### src/verilog/spcpc_pkg.sv
// Package for the serial port clock pin control block: constants and types.
// Assumes one 200 MHz system clock; all users import the whole package.
package spcpc_pkg;

  // Period of MCLK in picoseconds, kept for reference; no count is derived from it.
  localparam int MCLK_PERIOD_PS = 5000;
  // Default MCLK cycles in one half of the master clock output period.
  localparam int MACHINE_HALF_DEF = 2;
  // Default MCLK cycles in one half of an internally made shift clock.
  localparam int SHIFT_HALF_DEF = 4;
  // Default received word width and buffer depth.
  localparam int WORD_WIDTH_DEF = 8;
  localparam int FIFO_DEPTH_DEF = 16;

  // Bit positions of the pins in the shared synchroniser vector.
  localparam int SYNC_OFF_N = 0;
  localparam int SYNC_RXC = 1;
  localparam int SYNC_RXD = 2;
  localparam int SYNC_TXC = 3;
  localparam int SYNC_NUM = 4;

  // Reset values; pins with pull-ups are assumed high before the first sample.
  localparam logic [3:0] RST_SYNC = 4'hf;
  localparam logic RST_MASTER_CLOCK_OUT = 1'b0;
  localparam logic RST_SHIFT_CLK = 1'b0;

  // Receiver states: shifting bits, or holding a full word for the buffer.
  typedef enum logic [0:0] {
    SPCPC_RX_SHIFT = 1'b0,
    SPCPC_RX_HOLD = 1'b1
  } spcpc_rx_state_t;

endpackage

### src/verilog/spcpc_top.sv
// Clock output and serial port clock/data pin control, with receive word buffer.
// Assumes pins arrive unsynchronised; the bench resolves pin levels from _O/_OE.
//
// Functional notes
// - Master clock toggles twice per machine cycle, falling-edge bounded.
// - Disable bit stops driving master clock output.
// - Output-disable input low floats master clock.
// - Receive clock pin shifts incoming receive data.
// - Receive clock mode bit sets pin direction.
// - Receive GPIO enable frees receive clock, data.
// - Transmit clock shifts data; input when mode zero.
// - Sampled transmit clock level readable as status.
// - Transmit GPIO enable makes clock pin GPIO.
`timescale 1ns/1ps

// Synchronous FIFO with registered storage and honest full and empty.
module spcpc_fifo #(
  parameter int WIDTH = spcpc_pkg::WORD_WIDTH_DEF,
  parameter int DEPTH = spcpc_pkg::FIFO_DEPTH_DEF
) (
  input wire logic clk,
  input wire logic rst,
  input wire logic [WIDTH-1:0] in_data,
  input wire logic in_valid,
  output logic in_ready,
  output logic [WIDTH-1:0] out_data,
  output logic out_valid,
  input wire logic out_ready
);
  import spcpc_pkg::*;

  localparam int AW = $clog2(DEPTH);

  // Pointer arithmetic wraps naturally, so only powers of two are served.
  initial begin
    if (DEPTH < 2 || (1 << AW) != DEPTH || WIDTH < 1) begin
      $error("spcpc_fifo: DEPTH must be a power of two of at least 2");
    end
  end

  logic [WIDTH-1:0] mem [DEPTH];  // Word storage.
  logic [AW:0] wr_ptr_r;  // Write pointer with wrap bit.
  logic [AW:0] rd_ptr_r;  // Read pointer with wrap bit.
  logic push;
  logic pop;

  assign in_ready = (wr_ptr_r - rd_ptr_r) != (AW + 1)'(DEPTH);
  assign out_valid = wr_ptr_r != rd_ptr_r;
  assign out_data = mem[rd_ptr_r[AW-1:0]];
  assign push = in_valid && in_ready;
  assign pop = out_valid && out_ready;

  // Storage is written only; no reset is needed for data.
  always_ff @(posedge clk) begin
    if (push) begin
      mem[wr_ptr_r[AW-1:0]] <= in_data;
    end
  end

  // Pointers move on accepted transfers only.
  always_ff @(posedge clk or posedge rst) begin
    if (rst) begin
      wr_ptr_r <= '0;
      rd_ptr_r <= '0;
    end else begin
      if (push) begin
        wr_ptr_r <= wr_ptr_r + 1'b1;
      end
      if (pop) begin
        rd_ptr_r <= rd_ptr_r + 1'b1;
      end
    end
  end
endmodule

// Top level: clock output, shift clock pins, GPIO reuse and receive path.
module spcpc_top #(
  parameter int MACHINE_HALF = spcpc_pkg::MACHINE_HALF_DEF,
  parameter int SHIFT_HALF = spcpc_pkg::SHIFT_HALF_DEF,
  parameter int WIDTH = spcpc_pkg::WORD_WIDTH_DEF,
  parameter int DEPTH = spcpc_pkg::FIFO_DEPTH_DEF
) (
  input wire logic MCLK,
  input wire logic SYS_RST,
  input wire logic CLOCK_OUT_DISABLE,
  input wire logic EMULATION_OUTPUT_DISABLE_N,
  output logic MASTER_CLOCK_OUT_O,
  output logic MASTER_CLOCK_OUT_OE,
  output logic MACHINE_CYCLE_START,
  input wire logic RX_CLOCK_MODE,
  input wire logic RX_GPIO_ENABLE,
  input wire logic RX_SHIFT_CLOCK_PIN_I,
  output logic RX_SHIFT_CLOCK_PIN_O,
  output logic RX_SHIFT_CLOCK_PIN_OE,
  input wire logic RX_SERIAL_DATA_PIN_I,
  input wire logic RX_CLK_GPIO_OUT,
  input wire logic RX_CLK_GPIO_DIR,
  output logic RX_CLK_GPIO_IN,
  output logic RX_DATA_GPIO_IN,
  output logic [WIDTH-1:0] RX_WORD,
  output logic RX_WORD_VALID,
  input wire logic RX_WORD_READY,
  output logic RX_STALLED,
  input wire logic TX_CLOCK_MODE,
  input wire logic TX_GPIO_ENABLE,
  input wire logic TX_SHIFT_CLOCK_PIN_I,
  output logic TX_SHIFT_CLOCK_PIN_O,
  output logic TX_SHIFT_CLOCK_PIN_OE,
  input wire logic TX_CLK_GPIO_OUT,
  input wire logic TX_CLK_GPIO_DIR,
  output logic TX_CLK_GPIO_IN,
  output logic TX_CLOCK_SAMPLE,
  output logic TX_SHIFT_TICK
);
  import spcpc_pkg::*;

  localparam int MC_PERIOD = 2 * MACHINE_HALF;  // MCLK cycles per machine cycle.
  localparam int BW = $clog2(WIDTH + 1);

  // Counters must fit at least one cycle per half period.
  initial begin
    if (MACHINE_HALF < 1 || SHIFT_HALF < 1 || WIDTH < 2) begin
      $error("spcpc_top: half periods must be at least 1 and WIDTH at least 2");
    end
  end

  logic [SYNC_NUM-1:0] pins;  // Raw pin inputs.
  logic [SYNC_NUM-1:0] s1_r;  // First stage, read only by the second.
  logic [SYNC_NUM-1:0] s2_r;
  logic [SYNC_NUM-1:0] s3_r;
  logic [SYNC_NUM-1:0] lvl_r;  // Accepted pin levels.
  logic [SYNC_NUM-1:0] lvl_d_r;  // Previous accepted levels for edge finding.

  // Each pin lands on its own bit, so no pin can leak into another's level.
  assign pins[SYNC_OFF_N] = EMULATION_OUTPUT_DISABLE_N;
  assign pins[SYNC_RXC] = RX_SHIFT_CLOCK_PIN_I;
  assign pins[SYNC_RXD] = RX_SERIAL_DATA_PIN_I;
  assign pins[SYNC_TXC] = TX_SHIFT_CLOCK_PIN_I;

  // Three-stage synchroniser; a change counts once stages two and three agree.
  always_ff @(posedge MCLK or posedge SYS_RST) begin
    if (SYS_RST) begin
      s1_r <= RST_SYNC;
      s2_r <= RST_SYNC;
      s3_r <= RST_SYNC;
      lvl_r <= RST_SYNC;
      lvl_d_r <= RST_SYNC;
    end else begin
      s1_r <= pins;
      s2_r <= s1_r;
      s3_r <= s2_r;
      lvl_r <= (s2_r & s3_r) | (lvl_r & (s2_r ^ s3_r));
      lvl_d_r <= lvl_r;
    end
  end

  logic off_n;  // Low while the output-disable pin is held low.
  assign off_n = lvl_r[SYNC_OFF_N];

  // Master clock divider.
  logic [15:0] mc_cnt_r;
  logic master_clock_out_r;

  // The output falls at the start of each machine cycle and rises halfway.
  always_ff @(posedge MCLK or posedge SYS_RST) begin
    if (SYS_RST) begin
      mc_cnt_r <= '0;
      master_clock_out_r <= RST_MASTER_CLOCK_OUT;
      MACHINE_CYCLE_START <= 1'b0;
    end else begin
      MACHINE_CYCLE_START <= 1'b0;
      if (mc_cnt_r == 16'(MACHINE_HALF - 1)) begin
        mc_cnt_r <= '0;
        master_clock_out_r <= ~master_clock_out_r;
        MACHINE_CYCLE_START <= master_clock_out_r;
      end else begin
        mc_cnt_r <= mc_cnt_r + 16'h0001;
      end
    end
  end

  assign MASTER_CLOCK_OUT_O = master_clock_out_r;

  // Master clock enable: the disable bit and the output-disable pin both float it.
  always_ff @(posedge MCLK or posedge SYS_RST) begin
    if (SYS_RST) begin
      MASTER_CLOCK_OUT_OE <= 1'b0;
    end else begin
      MASTER_CLOCK_OUT_OE <= ~CLOCK_OUT_DISABLE & off_n;
    end
  end

  // Shared divider for internally generated shift clocks.
  logic [15:0] sh_cnt_r;
  logic sh_tick;
  logic rx_int_clk_r;  // Internal receive shift clock.
  logic tx_int_clk_r;  // Internal transmit shift clock.
  logic stall;  // Receiver holds a full word not yet taken by the buffer.
  assign sh_tick = sh_cnt_r == 16'(SHIFT_HALF - 1);

  // The receive clock pauses while stalled, so an internal source really stops.
  always_ff @(posedge MCLK or posedge SYS_RST) begin
    if (SYS_RST) begin
      sh_cnt_r <= '0;
      rx_int_clk_r <= RST_SHIFT_CLK;
      tx_int_clk_r <= RST_SHIFT_CLK;
    end else begin
      sh_cnt_r <= sh_tick ? 16'h0000 : sh_cnt_r + 16'h0001;
      if (sh_tick) begin
        tx_int_clk_r <= ~tx_int_clk_r;
        if (!stall || rx_int_clk_r) begin
          rx_int_clk_r <= ~rx_int_clk_r;
        end
      end
    end
  end

  // Pin drivers; every enable is dropped while the output-disable pin is low.
  always_ff @(posedge MCLK or posedge SYS_RST) begin
    if (SYS_RST) begin
      RX_SHIFT_CLOCK_PIN_O <= 1'b0;
      RX_SHIFT_CLOCK_PIN_OE <= 1'b0;
      TX_SHIFT_CLOCK_PIN_O <= 1'b0;
      TX_SHIFT_CLOCK_PIN_OE <= 1'b0;
    end else begin
      if (RX_GPIO_ENABLE) begin
        RX_SHIFT_CLOCK_PIN_O <= RX_CLK_GPIO_OUT;
        RX_SHIFT_CLOCK_PIN_OE <= RX_CLK_GPIO_DIR & off_n;
      end else begin
        RX_SHIFT_CLOCK_PIN_O <= rx_int_clk_r;
        RX_SHIFT_CLOCK_PIN_OE <= RX_CLOCK_MODE & off_n;
      end
      if (TX_GPIO_ENABLE) begin
        TX_SHIFT_CLOCK_PIN_O <= TX_CLK_GPIO_OUT;
        TX_SHIFT_CLOCK_PIN_OE <= TX_CLK_GPIO_DIR & off_n;
      end else begin
        TX_SHIFT_CLOCK_PIN_O <= tx_int_clk_r;
        TX_SHIFT_CLOCK_PIN_OE <= TX_CLOCK_MODE & off_n;
      end
    end
  end

  // Status and GPIO input levels, all from synchronised samples.
  assign RX_CLK_GPIO_IN = lvl_r[SYNC_RXC];
  assign RX_DATA_GPIO_IN = lvl_r[SYNC_RXD];
  assign TX_CLK_GPIO_IN = lvl_r[SYNC_TXC];
  assign TX_CLOCK_SAMPLE = lvl_r[SYNC_TXC];

  // Rising shift-clock edges, from the pin or from the internal divider.
  logic rx_edge;
  logic tx_edge;
  logic rx_int_d_r;
  logic tx_int_d_r;
  always_ff @(posedge MCLK or posedge SYS_RST) begin
    if (SYS_RST) begin
      rx_int_d_r <= RST_SHIFT_CLK;
      tx_int_d_r <= RST_SHIFT_CLK;
    end else begin
      rx_int_d_r <= rx_int_clk_r;
      tx_int_d_r <= tx_int_clk_r;
    end
  end
  assign rx_edge = RX_CLOCK_MODE ? (rx_int_clk_r & ~rx_int_d_r) : (lvl_r[SYNC_RXC] & ~lvl_d_r[SYNC_RXC]);
  assign tx_edge = TX_CLOCK_MODE ? (tx_int_clk_r & ~tx_int_d_r) : (lvl_r[SYNC_TXC] & ~lvl_d_r[SYNC_TXC]);

  // Transmit shift tick for the transmit register; silent while in GPIO use.
  always_ff @(posedge MCLK or posedge SYS_RST) begin
    if (SYS_RST) begin
      TX_SHIFT_TICK <= 1'b0;
    end else begin
      TX_SHIFT_TICK <= tx_edge & ~TX_GPIO_ENABLE;
    end
  end

  // Receive shifter: MSB first; a full word waits in HOLD until buffered.
  spcpc_rx_state_t rx_state_r;
  logic [WIDTH-1:0] rx_shift_r;
  logic [BW-1:0] bit_cnt_r;
  logic fifo_in_ready;
  assign stall = rx_state_r == SPCPC_RX_HOLD;
  assign RX_STALLED = stall;

  // Bits arriving during HOLD on an external clock are lost; RX_STALLED shows it.
  always_ff @(posedge MCLK or posedge SYS_RST) begin
    if (SYS_RST) begin
      rx_state_r <= SPCPC_RX_SHIFT;
      rx_shift_r <= '0;
      bit_cnt_r <= '0;
    end else begin
      case (rx_state_r)
        SPCPC_RX_SHIFT: begin
          if (RX_GPIO_ENABLE) begin
            bit_cnt_r <= '0;
          end else if (rx_edge) begin
            rx_shift_r <= {rx_shift_r[WIDTH-2:0], lvl_r[SYNC_RXD]};
            if (bit_cnt_r == BW'(WIDTH - 1)) begin
              bit_cnt_r <= '0;
              rx_state_r <= SPCPC_RX_HOLD;
            end else begin
              bit_cnt_r <= bit_cnt_r + 1'b1;
            end
          end
        end
        SPCPC_RX_HOLD: begin
          if (fifo_in_ready) begin
            rx_state_r <= SPCPC_RX_SHIFT;
          end
        end
        default: begin
          rx_state_r <= SPCPC_RX_SHIFT;
        end
      endcase
    end
  end

  spcpc_fifo #(
    .WIDTH(WIDTH),
    .DEPTH(DEPTH)
  ) u_fifo (
    .clk(MCLK),
    .rst(SYS_RST),
    .in_data(rx_shift_r),
    .in_valid(stall),
    .in_ready(fifo_in_ready),
    .out_data(RX_WORD),
    .out_valid(RX_WORD_VALID),
    .out_ready(RX_WORD_READY)
  );
endmodule

### config.mk
export PLATFORM = sky130hd
export DESIGN_NAME = spcpc_top
export DESIGN_NICKNAME = d
export VERILOG_FILES = /design/src/verilog/spcpc_pkg.sv /design/src/verilog/spcpc_top.sv
export SDC_FILE = /design/constraint.sdc
export NUM_CORES = 1
export LEC_CHECK = 0
export ABC_AREA = 1
export ABC_CLOCK_PERIOD_IN_PS = 2200
export BUFFER_PORTS_ARGS = -buffer_cell sky130_fd_sc_hd__buf_2
export CAP_MARGIN = 0
export CELL_PAD_IN_SITES_DETAIL_PLACEMENT = 0
export CELL_PAD_IN_SITES_GLOBAL_PLACEMENT = 1
export CORE_ASPECT_RATIO = 0.9
export CORE_MARGIN = 4
export CORE_UTILIZATION = 32
export CTS_CLUSTER_SIZE = 28
export DETAILED_ROUTE_END_ITERATION = 10
export PLACE_DENSITY_LB_ADDON = 0.08
export REMOVE_ABC_BUFFERS = 1
export SYNTH_ARGS = -nofsm -noshare
export SYNTH_HDL_FRONTEND = slang
export SYNTH_HIERARCHICAL = 1
export SYNTH_SLANG_ARGS = --single-unit
export TNS_END_PERCENT = 1
### constraint.sdc
create_clock -name MCLK -period 2.2 [get_ports MCLK]
set_input_delay 0.11 -clock MCLK [delete_from_list [all_inputs] [get_ports MCLK]]
set_output_delay 0.11 -clock MCLK [all_outputs]
set_load 0.02 [all_outputs]
==> results of run 1 <==
[worst register-to-register path, cell delays in order (launching register included)]
cell and delay, ns:
dfrtp_2 0.46, buf_6 0.16, ha_2 0.17, inv_2 0.06
nand2_2 0.05, nand2_2 0.07, nand2_2 0.05, nand2_1 0.05
nand2_1 0.04, nand2_1 0.07, inv_2 0.04, nand2_4 0.07
nand2_8 0.14, nor2_1 0.17, buf_4 0.18
[area by class of cell]
class                      count  share of cell area
timing repair buffer         111              0.0893
tap                          360              0.0385
clock buffer                  27              0.0541
clock inverter                18              0.0189
inverter                      80              0.0280
sequential                   213               0.512
multi-input combinational    577               0.259
[how the worst max path moves through the flow]
stage,from,endpoint,slack (ns)
floorplan,u_fifo/rd_ptr_r[1],u_fifo/mem[14][0],-0.88
global placement,u_fifo/rd_ptr_r[2],u_fifo/mem[14][4],0.05
detailed placement,u_fifo/rd_ptr_r[3],u_fifo/mem[14][2],0.06
CTS,u_fifo/rd_ptr_r[0],RX_WORD[2],-0.11
global route,u_fifo/rd_ptr_r[0],RX_WORD[3],-0.17
finish,u_fifo/rd_ptr_r[0],RX_WORD[3],-0.08
[per-layer routing]
layer	share of wire	track usage	vias up
met2	0.44	0.237	124
li1	-	-	3233
met5	0	0	-
met1	0.50	0.222	3088
met3	0.037	0.0241	34
met4	0.021	0.0316	0
[cells in the final DEF (no fill, tap or decap), drive strengths merged, types with 2 or more instances in the layout]
| cell type | n |
|---|---|
| a21o | 5 |
| a21oi | 9 |
| buf | 90 |
| bufbuf | 2 |
| bufinv | 5 |
| clkbuf | 27 |
| clkinv | 12 |
| clkinvlp | 2 |
| dfrtp | 67 |
| dfstp | 18 |
| dlygate4sd3 | 19 |
| edfxtp | 128 |
| ha | 17 |
| inv | 79 |
| nand2 | 184 |
| nand3 | 60 |
| nand4 | 9 |
| nor2 | 157 |
| nor3 | 2 |
| o211ai | 16 |
| o21ai | 73 |
| o22ai | 17 |
| xnor2 | 6 |
| xor2 | 16 |
[through the flow]
step | power [mW] | std cells | TNS [ns]
final | 13.4 | 1386 | -0.277
after CTS | 13.5 | 1386 | -0.743
after global routing | 14.1 | 1386 | -2.31
after global placement | 8.12 | 1310 | 0
after floorplan | 6.56 | 870 | -107.77
after detailed placement | 8.06 | 1310 | 0
[report_power, final]
part	internal (mW)	switching (mW)	leakage (nW)
Sequential	4.55	0.150	2.26
Clock	2.66	1.62	0.414
Combinational	1.81	2.61	2.25
Total	9.02	4.38	4.92
[logic make-up (layout without fill, tap and decap cells)]
logic type               after synthesis  after routing  synth area share
AND/OR/NAND/NOR                      414            414             0.188
AO/OA/AOI/OAI                        124            124            0.0762
adder cells (fa/ha/maj)               17             17            0.0229
buffers and inverters                108            236            0.0477
XOR/XNOR                              22             22            0.0207
flip-flops                           213            213             0.645
[sequential cells by signal, indices dropped and copies added (netlist names), 2 cells and up]
name             count
s2_r                 4
sh_cnt_r            16
mc_cnt_r            16
u_fifo/wr_ptr_r      5
u_fifo/rd_ptr_r      5
s3_r                 4
bit_cnt_r            4
lvl_r                4
u_fifo/mem         128
rx_shift_r           8
lvl_d_r              2
s1_r                 4
[timing repair]
item	4_1_cts	5_1_grt
endpoints found under the hold margin	81	0
setup buffers	7	0
resized for setup	76	32
setup endpoints to repair	8	136
pin swaps	29	10
hold buffers	19	0
gates cloned	5	0
==> run_results.csv, run 1 <==
group,metric,value,unit
placed_design,gp_congestion,0.760,
placed_design,dp_hpwl,15.3,mm
logic_synthesis,yosysTopAreaCell,"edfxtp_1",
logic_synthesis,synthesis.area,0.00929,mm²
logic_synthesis,yosys_warnings,6,
sta,rsz0062_at_grt,"true",
sta,relSlewSlack,0.650,
sta,max_freq,439,MHz
setup_path,crit_buf_inv,3,
sta,worst_slack,-0.0766,ns
sta,whs,0.0405,ns
sta,finalHoldViolations,0,
routing,drt-wirelength-per-cell,17.1,µm
setup_path,cp_data_arrival_time,2.17,ns
setup_path,r2r_slack,0.13,ns
final_layout,fin_util,0.413,
setup_path,cp_top_family,"buffers and inverters",
floorplanning,die_h,170,µm
logic_synthesis,ys_top_cells_by_area,"edfxtp_1 (41%), dfrtp_1 (18%), nand2_1 (7.1%), nor2_1 (5.6%), dfstp_2 (5.1%)",
logic_synthesis,avgSynthCellArea,10.3,µm²
flow_run,cap_violations,0,
clocking,clock_sinks,213,
placed_design,port-buffer-count,37,
setup_path,crit_fanout,8,
setup_path,cp.depth,9,
setup_path,ff2ff_path_depth,14,
run_status,status,"finished with violations",
global_routing,grt_overflow,0,
logic_synthesis,syn_inst,898,
pwr,ir_drop,0.000627,V
clocking,cts_tree,"done",
run_status,violations,"negative setup slack",
pwr,p_leak,4.92,nW
clocking,clk_path_buf_depth,3,
placed_design,dpl_cell_area,0.0102,mm²
sta,final_max_slew_viol_count,0,
final_layout,fillCellCount,2731,
final_layout,register_area,0.00599,mm²
clocking,cts_htree_levels,1,
floorplanning,core-area,0.0283,mm²
logic_synthesis,synth_flop_cell,"edfxtp_1",
routing,final_antenna_net_count,0,
hold_path,hp-start,"RX_GPIO_ENABLE",
global_routing,grt_pass1_wl,38.1,mm
logic_synthesis,ys_ff_latch,213,
global_routing,first_global_vias,6639,
logic_synthesis,yosysSeqAreaShare,0.645,
setup_path,critPathKind,"reg2out",
pwr,powerDensity,1140,mW/mm²
hold_path,holdPathStages,4,
clocking,clk_latency,0.52,ns
floorplanning,rows,58,
final_layout,syn2layout_area_growth,25.9,%
final_layout,fin_area,0.0117,mm²
routing,drt_wl_total,23.7,mm
placed_design,detailedPlace.worstSlack,0.0590,ns
floorplanning,start_util,0.328,
floorplanning,num_io_pins,38,
setup_path,cp_cell_sequence,"buf_12, buf_6, nor2_2, nor2_2, o21ai_4, o21ai_2, o211ai_1, nand2_1, buf_6",
logic_synthesis,synth.most_common_cell,"nand2_1",
setup_path,reg2reg_from,"u_fifo/rd_ptr_r[0]",
logic_synthesis,yosys.area.top_type_share,0.414,
routing,route.vias.total,6479,
global_routing,antenna_found_initial,0,
setup_path,cpPeakStageDelay,0.46,ns
sta,period_needed,2.28,ns
sta,tightest_slew,0.525,ns
final_layout,drive_gt1_frac,0.209,
clocking,root_buffer,"clkbuf_16",
routing,via_per_inst,4.67,
clocking,clk_pin_slew_worst_paths,0.06,ns
final_layout,insertedDiodeCount,0,
final_layout,multi_input_area,0.00303,mm²
setup_path,end_kind,"output pin",
sta,finalCritPeriodShare,1.03,
routing,drcViolationCount,0,
global_routing,track_usage,0.150,
setup_path,slowest_stage,"dfrtp_2",
floorplanning,die_x,188,µm
hold_path,holdPathEnd,"bit_cnt_r[2]",
setup_path,r2r_end,"u_fifo/mem[14][4]",
setup_path,required,2.09,ns
logic_synthesis,synth-edff-count,128,
logic_synthesis,synth-async-reset-ratio,0.399,
floorplanning,die-area,0.0318,mm²
logic_synthesis,synth_commonest_cells,"nand2_1 (177), nor2_1 (139), edfxtp_1 (128)",
logic_synthesis,synth_cell_types,34,
routing,drt_iter0_drc,436,
routing,firstDrtPassIters,5,
final_layout,fin_nets,1041,
sta,finalSetupViolations,8,
setup_path,crit_path_start_kind,"flop",
hold_path,worstHoldPathType,"in2reg",
global_routing,grt_start_max_net_pins,51,
clocking,cts_buffers,25,
sta,clock_skew,0.00901,ns
(Power assumes the default switching activity.)
==> run 2, diff against run 1 <==
- CORE_MARGIN: 4 -> unset
- HOLD_SLACK_MARGIN: unset -> 0.12
- SETUP_SLACK_MARGIN: unset -> 0.02
==> run_results.csv, run 2 (synthesis gave the netlist of run 1 again) <==
group,metric,value,unit
final_layout,drive_gt1_frac,0.216,
setup_path,cp_cell_sequence,"buf_12, clkbuf_16, nor2_1, nor2_1, o21ai_1, o211ai_1, nand3_1, nand3_1, buf_2",
setup_path,r2r_end,"u_fifo/mem[11][2]",
setup_path,worstSetupEndpoint,"RX_WORD[0]",
floorplanning,die_h,164,µm
pwr,ir_drop,0.000550,V
final_layout,multi_input_area,0.00300,mm²
setup_path,ff2ff_path_depth,15,
sta,clock_skew,0.0157,ns
floorplanning,core-area,0.0282,mm²
routing,via_per_inst,4.63,
placed_design,detailedPlace.worstSlack,0.168,ns
sta,tightest_slew,0.516,ns
sta,whs,0.145,ns
final_layout,insertedDiodeCount,0,
global_routing,grt_start_max_net_pins,51,
sta,rsz0062_at_grt,"true",
placed_design,gp_congestion,0.774,
setup_path,slowest_stage,"dfrtp_2",
setup_path,critical_path.startpoint,"u_fifo/rd_ptr_r[0]",
final_layout,syn2layout_area_growth,27.4,%
clocking,cts_tree,"done",
routing,drcViolationCount,0,
final_layout,final_cell_mix,"nand2_1 (172), edfxtp_1 (128), nor2_1 (123)",
routing,route.vias.total,6462,
final_layout,fin_nets,1049,
final_layout,fin_area,0.0118,mm²
floorplanning,die-area,0.0297,mm²
global_routing,antenna_found_initial,0,
setup_path,end_kind,"output pin",
floorplanning,num_io_pins,38,
routing,drt_wl_total,24.5,mm
final_layout,register_area,0.00599,mm²
floorplanning,die_x,182,µm
global_routing,grt_pass1_wl,38.6,mm
global_routing,grt_overflow,0,
clocking,clock_sinks,213,
clocking,clk_latency,0.53,ns
setup_path,critPathKind,"reg2out",
placed_design,port-buffer-count,37,
sta,finalSetupViolations,5,
sta,final_max_slew_viol_count,0,
routing,drt_iter0_drc,415,
sta,finalCritPeriodShare,1.02,
routing,final_antenna_net_count,0,
routing,firstDrtPassIters,5,
sta,period_needed,2.24,ns
routing,m1WireLength,11.5,mm
clocking,clk_path_buf_depth,3,
setup_path,required,2.09,ns
run_status,status,"finished with violations",
final_layout,fin_util,0.420,
sta,finalHoldViolations,0,
setup_path,cpPeakStageDelay,0.44,ns
pwr,powerDensity,1140,mW/mm²
floorplanning,start_util,0.329,
sta,worst_slack,-0.0445,ns
clocking,cts_buffers,26,
routing,route.met3.wl,996,µm
setup_path,crit_path_start_kind,"flop",
setup_path,cp_data_arrival_time,2.13,ns
run_status,violations,"negative setup slack",
sta,finalSetupTns,-0.136,ns
pwr,p_leak,4.99,nW
routing,top_layer,"met4",
floorplanning,rows,58,
setup_path,reg2reg_from,"u_fifo/rd_ptr_r[0]",
routing,wl_met2,11.4,mm
global_routing,track_usage,0.170,
clocking,root_buffer,"clkbuf_16",
clocking,clk_pin_slew_worst_paths,0.06,ns
setup_path,r2r_slack,0.10,ns
final_layout,largest_reg_flops,128,
hold_path,worstHoldPathType,"in2async",
final_layout,final_common_cell,"nand2_1",
global_routing,first_global_vias,6592,
routing,drt-wirelength-per-cell,17.6,µm
placed_design,dp_hpwl,15.4,mm
final_layout,fillCellCount,2730,
setup_path,crit_fanout,6,
sta,max_freq,446,MHz
placed_design,dpl_cell_area,0.0102,mm²
flow_run,cap_violations,0,
sta,relSlewSlack,0.656,
clocking,cts_htree_levels,1,
-- run 2: cell types whose count changed in the layout (fill, tap and decap cells not counted), sizes merged --
cell / before / now
inv: 79 / 78
dlygate4sd3: 19 / 20
bufbuf: 2 / 0
buf: 90 / 95
clkbuf: 27 / 38
clkinv: 12 / 9
bufinv: 5 / 3
-- run 2: cell type report --
cell class	instances	area share
clock buffer	35	0.0613
clock inverter	12	0.0117
inverter	80	0.0265
multi-input combinational	577	0.253
sequential	213	0.506
tap	360	0.0380
timing repair buffer	118	0.103
-- run 2: worst min path at each step --
stage / depth (start not counted) / from / slack [ns] / to
2_1_floorplan: 1 / SYS_RST / -0.05 / u_fifo/rd_ptr_r[0]
3_3_place_gp: 2 / SYS_RST / 0.16 / u_fifo/wr_ptr_r[3]
3_5_place_dp: 2 / SYS_RST / 0.16 / u_fifo/rd_ptr_r[4]
4_1_cts: 3 / SYS_RST / 0.15 / u_fifo/rd_ptr_r[4]
5_1_grt: 3 / SYS_RST / 0.18 / u_fifo/rd_ptr_r[4]
6_report: 3 / SYS_RST / 0.15 / u_fifo/rd_ptr_r[4]
-- run 2: stage by stage --
| stage | std cells | total power, mW |
|---|---|---|
| finish | 1395 | 13.5 |
| global route | 1395 | 14.2 |
| CTS | 1391 | 13.4 |
| detailed placement | 1313 | 8.02 |
| global placement | 1313 | 8.04 |
| floorplan | 870 | 6.56 |
-- run 2: power by group --
| part | internal (mW) | switching, mW |
|---|---|---|
| logic | 1.88 | 2.71 |
| registers | 4.55 | 0.106 |
| clock network | 2.65 | 1.63 |
| total | 9.08 | 4.44 |
-- run 2: critical path, delay by kind of cell, from the launching register on --
kind | cells | cell delay [ns]
buffers and inverters | 3 | 0.48
DFF | 1 | 0.44
AOI/OAI and AO/OA | 2 | 0.28
and+or+nand+nor | 4 | 0.39
-- run 2: layer usage --
| layer | GRT usage | vias up |
|---|---|---|
| li1 | - | 3251 |
| met1 | 0.228 | 3057 |
| met2 | 0.286 | 123 |
| met3 | 0.0268 | 31 |
| met4 | 0.0466 | 0 |
| met5 | 0 | - |
-- run 2: what timing repair did --
item / CTS / global route
hold buffers: 20 / 0
pin swaps: 17 / 13
hold endpoints to repair: 97 / 0
endpoints found under the setup margin: 8 / 136
gates cloned: 6 / 3
gates resized for setup: 76 / 42
buffers inserted: 5 / 1
